[src/rtl/pmfc_pkg.sv]
// Package: register map, field layout, reset values and timing for the fault/charger block
package pmfc_pkg;

   // Register offsets
   localparam logic [8:0] FAULT_STAT_ADDR = 9'h030;
   localparam logic [8:0] FAULT_MASK_ADDR = 9'h031;
   localparam logic [8:0] CHG_STAT_ADDR = 9'h0d0;
   localparam logic [8:0] CHG_MASK_ADDR = 9'h0d1;
   localparam logic [8:0] CHG_LIVE_ADDR = 9'h0d2;
   localparam logic [8:0] BANK4_ADDR = 9'h1cf;
   localparam logic [8:0] COIN_CTRL_ADDR = 9'h1d1;

   // Field positions
   localparam int B4_IMG25 = 0;
   localparam int B4_IMG28 = 1;
   localparam int B4_SDIO = 3;
   localparam int FS_HEAT = 0;
   localparam int FS_SUMMARY = 2;
   localparam int CS_OVP = 1;
   localparam int CS_TEMP = 2;
   localparam int CS_DET = 5;
   localparam int COIN_ON = 1;
   localparam int COIN_VSEL_LSB = 2;

   // Reset values, writable bits and fixed bits
   localparam logic [7:0] FAULT_MASK_RST = 8'h03;
   localparam logic [7:0] FAULT_MASK_WMASK = 8'h05;
   localparam logic [7:0] FAULT_MASK_FIXED = 8'h02;
   localparam logic [7:0] CHG_STAT_RST = 8'h00;
   localparam logic [7:0] CHG_MASK_RST = 8'h00;
   localparam logic [7:0] CHG_MASK_WMASK = 8'h26;
   localparam logic [7:0] COIN_CTRL_RST = 8'h13;
   localparam logic [7:0] COIN_CTRL_WMASK = 8'h1e;
   localparam logic [7:0] COIN_CTRL_FIXED = 8'h01;

   // Serial frame: write flag, 9-bit address, 6 pad bits, 8 data bits
   localparam logic [4:0] HDR_LAST = 5'd9;
   localparam logic [4:0] TX_LOAD = 5'd15;
   localparam logic [4:0] TX_SHIFT_FROM = 5'd17;
   localparam logic [4:0] FRAME_LAST = 5'd23;
   localparam logic [2:0] SPI_PIN_RST = 3'b010;

   // Timing
   localparam int CLK_HZ = 40_000_000;
   localparam int SLOW_HZ = 32_768;
   localparam int SLOW_TICK_CYCLES = CLK_HZ / SLOW_HZ;

   typedef struct packed {
      logic coin_low;
      logic main_uv;
      logic overtemp;
      logic heat_warn;
      logic other_rails;
      logic img25;
      logic img28;
      logic sd_io;
      logic presence;
      logic batt_temp;
      logic ovp;
   } pmfc_sense_s;

   typedef struct packed {
      logic wr;
      logic [8:0] addr;
      logic [7:0] wdata;
   } pmfc_req_s;

   typedef enum logic [1:0] {
      SPI_IDLE = 2'b00,
      SPI_SHIFT = 2'b01,
      SPI_DONE = 2'b10
   } pmfc_spi_state_e;

endpackage : pmfc_pkg

[src/rtl/pmfc_fault_charger_irq.sv]
// Fault, thermal and charger interrupt registers with coin cell charger control
`timescale 1ns/1ps
// Behaviour
// Fault bank four shows live faults of three rails at bits 0, 1, 3.
// Fault status bit 0 follows the die heat warning comparator.
// Fault status bit 2 is high while any rail fault exists.
// Fault mask bit 0 masks heat warning, bit 2 masks fault summary.
// Fault mask register resets to 0x03.
// Charger status register is read-only and resets to 0x00.
// Charger status bit 1 shows input over-voltage.
// Charger status bit 2 shows battery temperature out of window.
// Charger status bit 5 sets on both presence edges; live level readable.
// Charger mask bits 1, 2, 5; one masks; resets to 0x00.
// Coin charger enable defaults on after reset.
// Three-bit coin voltage select is writable while running.
// Coin charging stops while the main supply is under-voltage.
// Coin below 2.0 V is isolated and its conversion reads zero.
// Host should keep coin charging enabled at all times.
// Rail faults OR into one interrupt; unmasked, it raises the interrupt pin.
// Over-temperature shutdown is debounced by one 32 kHz period.
// Reserved bits ignore writes; they read zero except fault mask bit 1 and coin control bit 0, which read one.
module pmfc_fault_charger_irq (
   // Clock and reset
   input wire logic clk,
   input wire logic rst_n,
   // Serial register port
   input wire logic spi_sclk,
   input wire logic spi_cs_n,
   input wire logic spi_mosi,
   output logic spi_miso,
   output logic spi_miso_oe_n,
   // Comparator and fault inputs
   input wire pmfc_pkg::pmfc_sense_s sense_raw,
   input wire logic [9:0] coin_adc_raw,
   // Interrupt outputs
   output logic host_interrupt_pin,
   output logic first_level_fault_irq,
   output logic combined_rail_fault_irq,
   // Coin cell and thermal outputs
   output logic coin_charge_enable,
   output logic [2:0] coin_charge_voltage_sel,
   output logic coin_isolate,
   output logic [9:0] coin_adc_result,
   output logic thermal_shutdown_req
);

   ////////////////////////////////////////////////////////////////////////////
   // Reset release and input synchronisers
   logic rst_a_q, rst_i;
   always_ff @(posedge clk or negedge rst_n) begin
      if (!rst_n) begin
         rst_a_q <= 1'b0;
         rst_i <= 1'b0;
      end else begin
         rst_a_q <= 1'b1;
         rst_i <= rst_a_q;
      end
   end

   localparam int NS = $bits(pmfc_pkg::pmfc_sense_s);
   logic [NS-1:0] s1_q, s2_q, s3_q;
   pmfc_pkg::pmfc_sense_s sn;

   for (genvar i = 0; i < NS; i++) begin : g_sync
      always_ff @(posedge clk or negedge rst_i) begin
         if (!rst_i) begin
            s1_q[i] <= 1'b0;
            s2_q[i] <= 1'b0;
            s3_q[i] <= 1'b0;
            sn[i] <= 1'b0;
         end else begin
            s1_q[i] <= sense_raw[i];
            s2_q[i] <= s1_q[i];
            s3_q[i] <= s2_q[i];
            if (s2_q[i] == s3_q[i]) begin
               sn[i] <= s3_q[i];
            end
         end
      end
   end

   ////////////////////////////////////////////////////////////////////////////
   // Serial port
   pmfc_pkg::pmfc_req_s req;
   logic rd_pulse, wr_pulse;
   logic [7:0] rdata_q, rdata_d;

   pmfc_spi_slave u_spi (
      .clk(clk),
      .rst_n(rst_i),
      .spi_sclk(spi_sclk),
      .spi_cs_n(spi_cs_n),
      .spi_mosi(spi_mosi),
      .spi_miso(spi_miso),
      .spi_miso_oe_n(spi_miso_oe_n),
      .req(req),
      .rd_pulse(rd_pulse),
      .wr_pulse(wr_pulse),
      .rdata(rdata_q)
   );

   ////////////////////////////////////////////////////////////////////////////
   // Register file and interrupt logic
   logic [7:0] fmask_q, fmask_d, cmask_q, cmask_d, coin_q, coin_d;
   logic det_q, det_d, pres_q;
   logic [7:0] bank4, fstat, cstat, clive;
   logic any_fault, flvl_d, hirq_d;
   logic flvl_q, comb_q, hirq_q, cen_q, iso_q;
   logic [9:0] adc_q;
   logic pres_edge, stat_clr;

   always_comb begin
      bank4 = 8'h00;
      bank4[pmfc_pkg::B4_IMG25] = sn.img25;
      bank4[pmfc_pkg::B4_IMG28] = sn.img28;
      bank4[pmfc_pkg::B4_SDIO] = sn.sd_io;
      any_fault = sn.img25 | sn.img28 | sn.sd_io | sn.other_rails;
      fstat = 8'h00;
      fstat[pmfc_pkg::FS_HEAT] = sn.heat_warn;
      fstat[pmfc_pkg::FS_SUMMARY] = any_fault;
      clive = 8'h00;
      clive[pmfc_pkg::CS_OVP] = sn.ovp;
      clive[pmfc_pkg::CS_TEMP] = sn.batt_temp;
      clive[pmfc_pkg::CS_DET] = sn.presence;
      cstat = 8'h00;
      cstat[pmfc_pkg::CS_OVP] = sn.ovp;
      cstat[pmfc_pkg::CS_TEMP] = sn.batt_temp;
      cstat[pmfc_pkg::CS_DET] = det_q;
      pres_edge = sn.presence ^ pres_q;
      stat_clr = rd_pulse & ~req.wr & (req.addr == pmfc_pkg::CHG_STAT_ADDR);
      det_d = pres_edge | (det_q & ~stat_clr);
      fmask_d = fmask_q;
      cmask_d = cmask_q;
      coin_d = coin_q;
      if (wr_pulse) begin
         unique case (req.addr)
            pmfc_pkg::FAULT_MASK_ADDR: begin
               fmask_d = (req.wdata & pmfc_pkg::FAULT_MASK_WMASK)
                  | pmfc_pkg::FAULT_MASK_FIXED;
            end
            pmfc_pkg::CHG_MASK_ADDR: begin
               cmask_d = req.wdata & pmfc_pkg::CHG_MASK_WMASK;
            end
            pmfc_pkg::COIN_CTRL_ADDR: begin
               coin_d = (req.wdata & pmfc_pkg::COIN_CTRL_WMASK)
                  | pmfc_pkg::COIN_CTRL_FIXED;
            end
            default: begin
               coin_d = coin_q;
            end
         endcase
      end
      rdata_d = rdata_q;
      if (rd_pulse) begin
         unique case (req.addr)
            pmfc_pkg::FAULT_STAT_ADDR: rdata_d = fstat;
            pmfc_pkg::FAULT_MASK_ADDR: rdata_d = fmask_q;
            pmfc_pkg::CHG_STAT_ADDR: rdata_d = cstat;
            pmfc_pkg::CHG_MASK_ADDR: rdata_d = cmask_q;
            pmfc_pkg::CHG_LIVE_ADDR: rdata_d = clive;
            pmfc_pkg::BANK4_ADDR: rdata_d = bank4;
            pmfc_pkg::COIN_CTRL_ADDR: rdata_d = coin_q;
            default: rdata_d = 8'h00;
         endcase
      end
      flvl_d = (sn.heat_warn & ~fmask_q[pmfc_pkg::FS_HEAT])
         | (any_fault & ~fmask_q[pmfc_pkg::FS_SUMMARY]);
      hirq_d = flvl_d | (|(cstat & ~cmask_q));
   end

   always_ff @(posedge clk or negedge rst_i) begin
      if (!rst_i) begin
         fmask_q <= pmfc_pkg::FAULT_MASK_RST;
         cmask_q <= pmfc_pkg::CHG_MASK_RST;
         coin_q <= pmfc_pkg::COIN_CTRL_RST;
         det_q <= pmfc_pkg::CHG_STAT_RST[pmfc_pkg::CS_DET];
         pres_q <= 1'b0;
         rdata_q <= 8'h00;
         flvl_q <= 1'b0;
         comb_q <= 1'b0;
         hirq_q <= 1'b0;
      end else begin
         fmask_q <= fmask_d;
         cmask_q <= cmask_d;
         coin_q <= coin_d;
         det_q <= det_d;
         pres_q <= sn.presence;
         rdata_q <= rdata_d;
         flvl_q <= flvl_d;
         comb_q <= any_fault;
         hirq_q <= hirq_d;
      end
   end

   assign first_level_fault_irq = flvl_q;
   assign combined_rail_fault_irq = comb_q;
   assign host_interrupt_pin = hirq_q;

   ////////////////////////////////////////////////////////////////////////////
   // Coin cell charger
   always_ff @(posedge clk or negedge rst_i) begin
      if (!rst_i) begin
         cen_q <= 1'b0;
         iso_q <= 1'b0;
         adc_q <= 10'h000;
      end else begin
         cen_q <= coin_q[pmfc_pkg::COIN_ON] & ~sn.main_uv;
         iso_q <= sn.coin_low;
         adc_q <= sn.coin_low ? 10'h000 : coin_adc_raw;
      end
   end

   assign coin_charge_enable = cen_q;
   assign coin_charge_voltage_sel = coin_q[pmfc_pkg::COIN_VSEL_LSB +: 3];
   assign coin_isolate = iso_q;
   assign coin_adc_result = adc_q;

   ////////////////////////////////////////////////////////////////////////////
   // Over-temperature debounce on the slow tick
   localparam logic [10:0] TICK_LAST = 11'(pmfc_pkg::SLOW_TICK_CYCLES - 1);
   logic [10:0] div_q, div_d;
   logic tick, arm_q, arm_d, otsd_q, otsd_d;

   always_comb begin
      tick = (div_q == TICK_LAST);
      div_d = tick ? 11'd0 : div_q + 11'd1;
      arm_d = sn.overtemp & (arm_q | tick);
      otsd_d = sn.overtemp & (otsd_q | (tick & arm_q));
   end

   always_ff @(posedge clk or negedge rst_i) begin
      if (!rst_i) begin
         div_q <= 11'd0;
         arm_q <= 1'b0;
         otsd_q <= 1'b0;
      end else begin
         div_q <= div_d;
         arm_q <= arm_d;
         otsd_q <= otsd_d;
      end
   end

   assign thermal_shutdown_req = otsd_q;

   ////////////////////////////////////////////////////////////////////////////
   // Checks
   logic [11:0] ot_cnt_q;
   always_ff @(posedge clk or negedge rst_i) begin
      if (!rst_i) begin
         ot_cnt_q <= 12'd0;
      end else if (!sn.overtemp) begin
         ot_cnt_q <= 12'd0;
      end else if (ot_cnt_q != 12'hfff) begin
         ot_cnt_q <= ot_cnt_q + 12'd1;
      end
   end
endmodule : pmfc_fault_charger_irq

[src/rtl/pmfc_spi_slave.sv]
// Serial register port: pin synchronisers, frame decode and read-data shifter
`timescale 1ns/1ps
module pmfc_spi_slave (
   // Clock and synchronised reset
   input wire logic clk,
   input wire logic rst_n,
   // Serial pins
   input wire logic spi_sclk,
   input wire logic spi_cs_n,
   input wire logic spi_mosi,
   output logic spi_miso,
   output logic spi_miso_oe_n,
   // Register side
   output pmfc_pkg::pmfc_req_s req,
   output logic rd_pulse,
   output logic wr_pulse,
   input wire logic [7:0] rdata
);

   ////////////////////////////////////////////////////////////////////////////
   // Pin synchronisers
   logic [2:0] raw;
   logic [2:0] s1_q;
   logic [2:0] s2_q;
   logic [2:0] s3_q;
   logic [2:0] flt_q;
   assign raw = {spi_sclk, spi_cs_n, spi_mosi};

   for (genvar i = 0; i < 3; i++) begin : g_sync
      always_ff @(posedge clk or negedge rst_n) begin
         if (!rst_n) begin
            s1_q[i] <= pmfc_pkg::SPI_PIN_RST[i];
            s2_q[i] <= pmfc_pkg::SPI_PIN_RST[i];
            s3_q[i] <= pmfc_pkg::SPI_PIN_RST[i];
            flt_q[i] <= pmfc_pkg::SPI_PIN_RST[i];
         end else begin
            s1_q[i] <= raw[i];
            s2_q[i] <= s1_q[i];
            s3_q[i] <= s2_q[i];
            if (s2_q[i] == s3_q[i]) begin
               flt_q[i] <= s3_q[i];
            end
         end
      end
   end

   ////////////////////////////////////////////////////////////////////////////
   // Frame engine
   pmfc_pkg::pmfc_spi_state_e state_q, state_d;
   logic [4:0] cnt_q, cnt_d;
   logic [9:0] rx_q, rx_d;
   logic [9:0] hdr_q, hdr_d;
   logic [7:0] wdat_q, wdat_d;
   logic [7:0] tx_q, tx_d;
   logic sclk_q;
   logic rd_q, rd_d, wr_q, wr_d;
   logic rise, fall, sel;

   assign sel = ~flt_q[1];
   assign rise = flt_q[2] & ~sclk_q;
   assign fall = ~flt_q[2] & sclk_q;

   always_comb begin
      state_d = state_q;
      cnt_d = cnt_q;
      rx_d = rx_q;
      hdr_d = hdr_q;
      wdat_d = wdat_q;
      tx_d = tx_q;
      rd_d = 1'b0;
      wr_d = 1'b0;
      if (!sel) begin
         state_d = pmfc_pkg::SPI_IDLE;
         cnt_d = 5'd0;
      end else begin
         unique case (state_q)
            pmfc_pkg::SPI_IDLE: begin
               state_d = pmfc_pkg::SPI_SHIFT;
               cnt_d = 5'd0;
            end
            pmfc_pkg::SPI_SHIFT: begin
               if (rise) begin
                  rx_d = {rx_q[8:0], flt_q[0]};
                  cnt_d = cnt_q + 5'd1;
                  if (cnt_q == pmfc_pkg::HDR_LAST) begin
                     hdr_d = {rx_q[8:0], flt_q[0]};
                     rd_d = 1'b1;
                  end
                  if (cnt_q == pmfc_pkg::TX_LOAD) begin
                     tx_d = rdata;
                  end
                  if (cnt_q == pmfc_pkg::FRAME_LAST) begin
                     wdat_d = {rx_q[6:0], flt_q[0]};
                     wr_d = hdr_q[9];
                     state_d = pmfc_pkg::SPI_DONE;
                  end
               end else if (fall && cnt_q >= pmfc_pkg::TX_SHIFT_FROM) begin
                  tx_d = {tx_q[6:0], 1'b0};
               end
            end
            pmfc_pkg::SPI_DONE: begin
               state_d = pmfc_pkg::SPI_DONE;
            end
            default: begin
               state_d = pmfc_pkg::SPI_IDLE;
            end
         endcase
      end
   end

   always_ff @(posedge clk or negedge rst_n) begin
      if (!rst_n) begin
         state_q <= pmfc_pkg::SPI_IDLE;
         cnt_q <= 5'd0;
         rx_q <= 10'h000;
         hdr_q <= 10'h000;
         wdat_q <= 8'h00;
         tx_q <= 8'h00;
         sclk_q <= 1'b0;
         rd_q <= 1'b0;
         wr_q <= 1'b0;
      end else begin
         state_q <= state_d;
         cnt_q <= cnt_d;
         rx_q <= rx_d;
         hdr_q <= hdr_d;
         wdat_q <= wdat_d;
         tx_q <= tx_d;
         sclk_q <= flt_q[2];
         rd_q <= rd_d;
         wr_q <= wr_d;
      end
   end

   assign req = '{wr: hdr_q[9], addr: hdr_q[8:0], wdata: wdat_q};
   assign rd_pulse = rd_q;
   assign wr_pulse = wr_q;
   assign spi_miso = tx_q[7];
   assign spi_miso_oe_n = ~sel;

endmodule : pmfc_spi_slave

[config.mk]
export PLATFORM = sky130hd
export DESIGN_NAME = pmfc_fault_charger_irq
export DESIGN_NICKNAME = d
export VERILOG_FILES = /design/src/rtl/pmfc_pkg.sv /design/src/rtl/pmfc_fault_charger_irq.sv /design/src/rtl/pmfc_spi_slave.sv
export SDC_FILE = /design/constraint.sdc
export NUM_CORES = 1
export LEC_CHECK = 0
export BUFFER_PORTS_ARGS = -buffer_cell sky130_fd_sc_hd__buf_2
export CORE_UTILIZATION = 25
export CTS_BUF_LIST = sky130_fd_sc_hd__clkbuf_16
export DETAILED_ROUTE_END_ITERATION = 12
export PLACE_DENSITY = 0.36
export SYNTH_ARGS = -nofsm -noshare
export SYNTH_HDL_FRONTEND = slang
export SYNTH_SLANG_ARGS = --single-unit
[constraint.sdc]
create_clock -name clk -period 7.15 [get_ports clk]
set_input_delay 0.3575 -clock clk [delete_from_list [all_inputs] [get_ports clk]]
set_output_delay 0.3575 -clock clk [all_outputs]
set_load 0.01 [all_outputs]
==> metrics.md, run 1 <==
| Metric | Value |
|---|---|
| Crit Path Max Fanout | 11 |
| Crit path max-delay cell type | dfrtp_1 |
| Boundary Pins | 47 |
| DPL Wire Length | 7116 um |
| Synth Cell Area | about 5600 um2 |
| Final setup TNS | 0 ps |
| Sequential share of the synthesized area | approximately two thirds |
| Clock latency on the worst-skew pair | 420 ps |
| First drt pass iteration count | 6 |
| Mapped Cells | about 410 |
| GRT overflow | 0 |
| WL/cell | between 10 and 15 um |
| Syn_nets | about 440 |
| Fin. max-slew vios | 0 |
| Layout cells sized above 1 | about 30% |
| Setup Crit Path Kind | reg2reg |
| Ys async rst share | 100.0% |
| First-pass GRT wire length | about 18000 um |
| Prevailing post-synth register cell | dfrtp_1 |
| RSZ-0062 raised after global routing | no |
| Die height | between 150 and 200 um |
| Starting Density | between 20% and 30% |
| Clock Tree Root | clkbuf_16 |
| Tightest Pin Transition | approximately 1100 ps |
| Total Nets Final | approximately 490 |
| Critical path endpoint category | register |
| H-tree depth | 4 |
| Final setup fails | 0 |
| Drt total wl | around 11000 um |
| Final worst path period need | roughly 2200 ps |
| Syn avg cell area | about 14 um2 |
| Initial antenna violation count | 0 |
| Drt drc | 0 |
| Syn. warnings | 0 |
| Worst Setup SP | u_spi.state_q[1] |
| Total GRT Usage | 10.53% |
| GPL Wtd Cong | around 0.7 |
| Fin crit share | between 30% and 40% |
| CTS tree | done |
| Core Region | 21820 um2 |
| Clock Sinks | 146 |
| IO buf count | 46 |
| P&R area growth vs syn | 19.21% |
| Die boundary width | approximately 150 um |
| Vias/cell | approximately 4.2 |
| Leakage power | about 3 nW |
| Critical Path RT | 7450 ps |
| Slew HR | between 20% and 30% |
| Clock-pin slew on the worst setup and hold paths | about 60 ps |
| Num rows | 54 |
| Pin count of the biggest net entering global routing | 87 |
| Max-cap viol count | 0 |
| Final Hold Fails | 0 |
| Post-CTS setup buffer count | 0 |
| Post-synth EDFFs | 0 |
| Die Area | between 20000 and 25000 um2 |
| HP Start | spi_cs_n |
| Antenna Cells | 0 |
| Filler cells | ~2200 |
| Buffers plus inverters on the worst setup path | 1 |
| Vias in the first global route | roughly 3400 |
| Reg2reg start | u_spi.state_q[1] |
| Largest stage delay on the critical path | ~500 ps |
| Worst EP arrival | about 2500 ps |
| PwrDens | 280.1 nW/um2 |
| Yosys cell types | 61 |
| Vias | around 3200 |
| Hold/Removal Path Class | in2reg |
| FF+latch count, synth | around 150 |
| Worst path cell trace | inv_1 > ha_1 > nand2b_4 > nor2_8 > nand4_2 > mux2_2 |
| Element type at the critical path start | register |
| Reg2reg setup slack | between 4000 and 5000 ps |
| Fmax | roughly 460 MHz |
| Clock buffer depth | 2 |
| Delay-heaviest family, CP | simple AND/OR/NAND/NOR gates |
| Peak supply drop | ~150 uV |
| Clock Skew | a little under 10 ps |
| Initial DRC count | roughly 140 |
| Util after Layout | a little over 30% |
| Final ANT Viol Nets | 0 |
| Status | complete, no violations |
| Cts bufs inserted | 17 |
==> cell families after synthesis <==
kind of cell | after synthesis | synth area share (%)
AO/OA/AOI/OAI | 46 | 5.753
XOR/XNOR | 9 | 1.416
adder cells (fa/ha/maj) | 20 | 3.865
buffers and inverters | 31 | 3.079
flip-flops | 146 | 65.78
multiplexers | 40 | 8.135
other | 1 | 0.06735
AND/OR/NAND/NOR | 112 | 11.91
==> metal layers <==
layer	track usage, %	vias to the layer above	wire length [um]
li1	-	1519	-
met1	13.60	1598	4967
met2	16.03	63	4989
met3	3.494	13	456
met4	4.500	0	160
met5	0	-	0
==> state kept, by name, summed over array words and instances, names as in the netlist, 8 cells and up <==
| signal | cells |
|---|---|
| coin_adc_result | 10 |
| u_spi.tx_q | 8 |
| div_q | 11 |
| s3_q | 11 |
| s1_q | 11 |
| s2_q | 11 |
| u_spi.rx_q | 9 |
| u_spi.hdr_q | 10 |
==> worst paths after layout <==
check	to	cells past startpoint
setup / recovery	u_spi.hdr_q[0]	6
hold / removal	u_spi.s1_q[1]	1
setup reg to reg	u_spi.hdr_q[0]	6
hold reg to reg	s2_q[1]	0
max in group asynchronous	cmask_q[5]	1
min in group asynchronous	rst_a_q	2
==> synth_stat cells (all sizes together) (5+ instances only) <==
master	n	share of area (%)
ha	6	1.3
nor3	5	0.54
clkbuf	6	0.94
buf	7	0.92
a22oi	5	0.67
dfstp	7	3.3
xnor2	5	0.79
nor2b	14	1.6
a31oi	5	0.56
nand3	12	1.3
nand4	6	0.79
a21oi	11	1.1
dfrtp	139	62
inv	18	1.2
mux2	39	8.0
nor2	27	2.1
o21ai	10	1.0
maj3	14	2.5
nand2	23	1.6
==> cells in the final DEF (no fill, tap or decap), types with 3 or more instances in the layout <==
master,netlist,routed
a21oi_1,10,10
a22o_1,4,4
a22oi_1,5,5
a31oi_1,5,5
and2_1,3,3
buf_2,2,46
clkbuf_16,0,17
clkinv_4,0,3
clkinvlp_4,0,4
dfrtp_1,139,138
dfstp_2,7,7
ha_1,6,6
inv_1,18,20
maj3_1,14,14
mux2_2,38,38
nand2_1,23,23
nand3_1,10,10
nand4_1,5,5
nor2_1,26,26
nor2b_1,14,14
nor3_1,4,4
o21ai_0,7,7
o22ai_1,3,3
xnor2_1,5,5
xor2_1,4,4
==> timing repair <==
item | CTS | global route
hold buffers | 1 | 0
gates resized for setup | 0 | 0
endpoints found under the hold margin | 2 | 0
==> final cells by class <==
class	count	area, um2	area share [%]
Tap cell	280	350.3	5.278
Multi-Input combinational cell	228	1734	26.13
Sequential cell	146	3666	55.23
Inverter	18	67.56	1.018
Clock buffer	17	425.4	6.409
Clock inverter	15	146.4	2.205
Timing Repair Buffer	48	247.7	3.732
==> per-stage QoR <==
| stage | instances | hold slack (ps) | setup WS (ps) | cell area, um2 | total power [mW] |
|---|---|---|---|---|---|
| final | 752 | 33.23 | 4964 | 6638 | 1.859 |
| after global placement | 719 | 143.6 | 5025 | 6056 | 1.019 |
| after detailed placement | 719 | 145.6 | 4937 | 6056 | 1.021 |
| after global routing | 752 | 13.01 | 4777 | 6638 | 1.946 |
| after CTS | 752 | 10.36 | 4928 | 6638 | 1.893 |
| after floorplan | 405 | 61.91 | 2793 | 5568 | 0.9833 |
==> power breakdown <==
part,total [mW],internal (mW),switching [mW]
Combinational,0.0907,0.0415,0.0492
Clock,0.857,0.510,0.347
Sequential,0.911,0.868,0.0436
Total,1.86,1.42,0.440
No activity file was read; power rests on OpenSTA's default activity.
==> run 2: changes to the inputs <==
--- a/config.mk
+++ b/config.mk
@@ -5,6 +5,7 @@
 export SDC_FILE = /design/constraint.sdc
 export NUM_CORES = 1
 export LEC_CHECK = 0
+export ABC_AREA = 1
 export BUFFER_PORTS_ARGS = -buffer_cell sky130_fd_sc_hd__buf_2
 export CORE_UTILIZATION = 25
 export CTS_BUF_LIST = sky130_fd_sc_hd__clkbuf_16
==> constraint.sdc (replaced) <==
create_clock -name clk -period 2.1 [get_ports clk]
set_input_delay 0.105 -clock clk [delete_from_list [all_inputs] [get_ports clk]]
set_output_delay 0.105 -clock clk [all_outputs]
set_load 0.01 [all_outputs]
==> run 2 against run 1 <==
Critical path depth is 2 higher; non-clock buffer count is 27 higher; clock skew decreased by 1.9 ps; worst setup slack lost 4600 ps; hold slack better by 240 ps; sequential share of layout area fell by 2.3 points; synthesized area fell by 0.79%; routed wire length rose by 0.45%.
==> metrics.md, run 2 <==
| Metric | Value |
|---|---|
| Commonest non-fill, non-tap cell in the layout | dfrtp_1 |
| FF+latch count, synth | 146 (unchanged) |
| Post-synth EDFFs | 0 (unchanged) |
| Util after Layout | 31.86% (+1.4 points) |
| Max-cap viol count | 0 (unchanged) |
| Final ANT Viol Nets | 0 (unchanged) |
| Boundary Pins | 47 (unchanged) |
| DPL Wire Length | 7199 um (+1.2%) |
| Leading cell types in the layout, fill and taps excluded | dfrtp_1, nand2_1, inv_1 |
| Pin count of the biggest net entering global routing | 64 (-26%) |
| Synth top area cells | dfrtp_1, nand2_1, inv_1 |
| Layout cells sized above 1 | 17.46% (-12 points) |
| Vias | 3638 (+14%) |
| CTS tree | done |
| Clock Tree Root | clkbuf_16 |
| Clock Skew | 7.803 ps (-1.857 ps) |
| IO buf count | 46 (unchanged) |
| First drt pass iteration count | 5 (-1) |
| Syn_nets | 550 (+26%) |
| Most common cell in the netlist | dfrtp_1 |
| First-pass GRT wire length | 18130 um (+0.54%) |
| GRT overflow | 0 (unchanged) |
| Post-synth top area share | 62.97% (+0.50 points) |
| P&R area growth vs syn | 25.48% |
| Die height | 150.6 um (-0.39%) |
| GPL Wtd Cong | 0.8257 (+18%) |
| Status | complete, no violations |
| Worst reg2reg path depth | 8 (+2) |
| Initial DRC count | 140 (-2.8%) |
| Total GRT Usage | 10.48% (-0.054 points) |
| Reg2reg setup slack | 390 ps (-4580 ps) |
| Prevailing post-synth register cell | dfrtp_1 |
| CTS resizes | 0 (unchanged) |
| Clock buffer depth | 2 (unchanged) |
| Final Hold Fails | 0 (unchanged) |
| Critical Path RT | 2390 ps (-5060 ps) |
| Crit Path Max Fanout | 19 (+8) |
| DP Area | 6080 um2 (+0.39%) |
| Drt total wl | 10620 um (+0.45%) |
| Setup Crit Path Kind | reg2reg |
| Yosys top cell by area | dfrtp_1 |
| Fmax | 583.9 MHz (+28%) |
| Clock Sinks | 146 (unchanged) |
| Starting Density | 25.39% (-0.12 points) |
| CP endpoint | u_spi.hdr_q[5] |
| Drt drc | 0 (unchanged) |
| Reg2reg start | u_spi.cnt_q[1] |
| Fin. max-slew vios | 0 (unchanged) |
| Fin crit share | 81.56% (+51 points) |
| Ys async rst share | 100.0% (unchanged) |
| Cts bufs inserted | 17 (unchanged) |
| Syn. warnings | 0 (unchanged) |
| Die boundary width | 150.6 um (-0.39%) |
| Die Area | 22690 um2 (-0.78%) |
| Synth top cells by count | dfrtp_1, nand2_1, inv_1 |
| Crit Reg-Reg Endpoint | u_spi.hdr_q[5] |
| Peak supply drop | 452.9 uV (+190%) |
| Fin area | 6932 um2 (+4.4%) |
| Sequential share of the synthesized area | 66.30% (+0.52 points) |
| Num rows | 54 (unchanged) |
| Final setup fails | 0 (unchanged) |
| PwrDens | 950.6 nW/um2 (+240%) |
| Final setup TNS | 0 ps (unchanged) |
| Hold Worst Slack | 273.4 ps (+240.2 ps) |
| Clock-pin slew on the worst setup and hold paths | 60 ps (about the same) |
| Core Region | 21760 um2 (-0.31%) |
| Vias in the first global route | 3679 (+9.4%) |
| Worst EP arrival | 2000 ps (-490 ps) |
| Vias/cell | 4.074 (-4.1%) |
| Element type at the critical path start | register |
| Antenna Cells | 0 (unchanged) |
| Yosys cell types | 38 (-38%) |
| Synth Cell Area | 5524 um2 (-0.79%) |
| Syn avg cell area | 10.66 um2 (-22%) |
| Total Nets Final | 633 (+29%) |
| RSZ-0062 raised after global routing | no |
| Initial antenna violation count | 0 (unchanged) |
| Critical path endpoint category | register |
| Final worst path period need | 1713 ps (-473.1 ps) |
| Leakage power | 3.240 nW (+9.0%) |
| Worst Setup SP | u_spi.cnt_q[1] |
| Hold/Removal Path Class | reg2async |
| H-tree depth | 4 (unchanged) |
| Mapped Cells | 518 (+28%) |
| Clock latency on the worst-skew pair | 420 ps (about the same) |
| WL/cell | 11.89 um (-15%) |
## run 2: critical path, stage by stage (launching register included)
cell	delay, ps
dfrtp_1	400
inv_1	100
ha_1	140
inv_1	50
nor4_1	330
buf_4	180
nand2_2	190
nand2_1	120
o21ai_1	70
## run 2: cells by family (layout without fill, tap and decap cells)
| group | after synthesis | after routing | share of synthesized area (%) |
|---|---|---|---|
| AO/OA/AOI/OAI | 71 | 71 | 7.180 |
| flip-flops | 146 | 146 | 66.30 |
| other | 1 | 1 | 0.06789 |
| adder cells (fa/ha/maj) | 20 | 20 | 3.896 |
| buffers and inverters | 82 | 177 | 6.251 |
| XOR/XNOR | 7 | 7 | 1.110 |
| AND/OR/NAND/NOR | 191 | 191 | 15.20 |
## run 2: routing by layer
layer	global-route usage [%]	share of wire, %
met5	0	0
met4	3.150	1.2
met3	3.758	4.4
met2	16.18	46
met1	13.69	49
## run 2: cell type report
type,instances,area (um2)
tap,280,350.3
clock inverter,14,166.4
inverter,71,269.0
sequential,146,3666
fill,2254,14820
clock buffer,17,425.4
timing repair buffer,75,538.0
multi-input combinational,290,1516
## run 2: what timing repair did
action                     in CTS  in global routing
setup endpoints to repair       0                  0
hold buffers                   26                  0
setup buffers                   0                  0
hold endpoints to repair       26                  0
## run 2: report_power, final
part	switching, mW	internal (mW)	leakage [nW]
clock network	1.18	1.86	0.276
registers	0.105	2.98	1.83
logic	0.287	0.184	1.13
## run 2: worst min-delay path by stage
stage,start,end,slack (ps),depth (start not counted)
floorplan,rst_n,rst_a_q,-190,0
global placement,rst_n,rst_a_q,-110,1
detailed placement,rst_n,rst_a_q,-110,1
CTS,rst_i,div_q[5],300,0
global route,rst_i,div_q[5],310,0
finish,rst_i,sn[8],270,0
## run 2: per-stage QoR
stage | worst slack [ps] | power (mW) | instances
finish | 387.2 | 6.589 | 893
global route | 179.3 | 6.920 | 893
CTS | 309.7 | 6.716 | 893
detailed placement | 340.6 | 3.587 | 836
global placement | 351.7 | 3.573 | 836
floorplan | 572.8 | 3.413 | 518
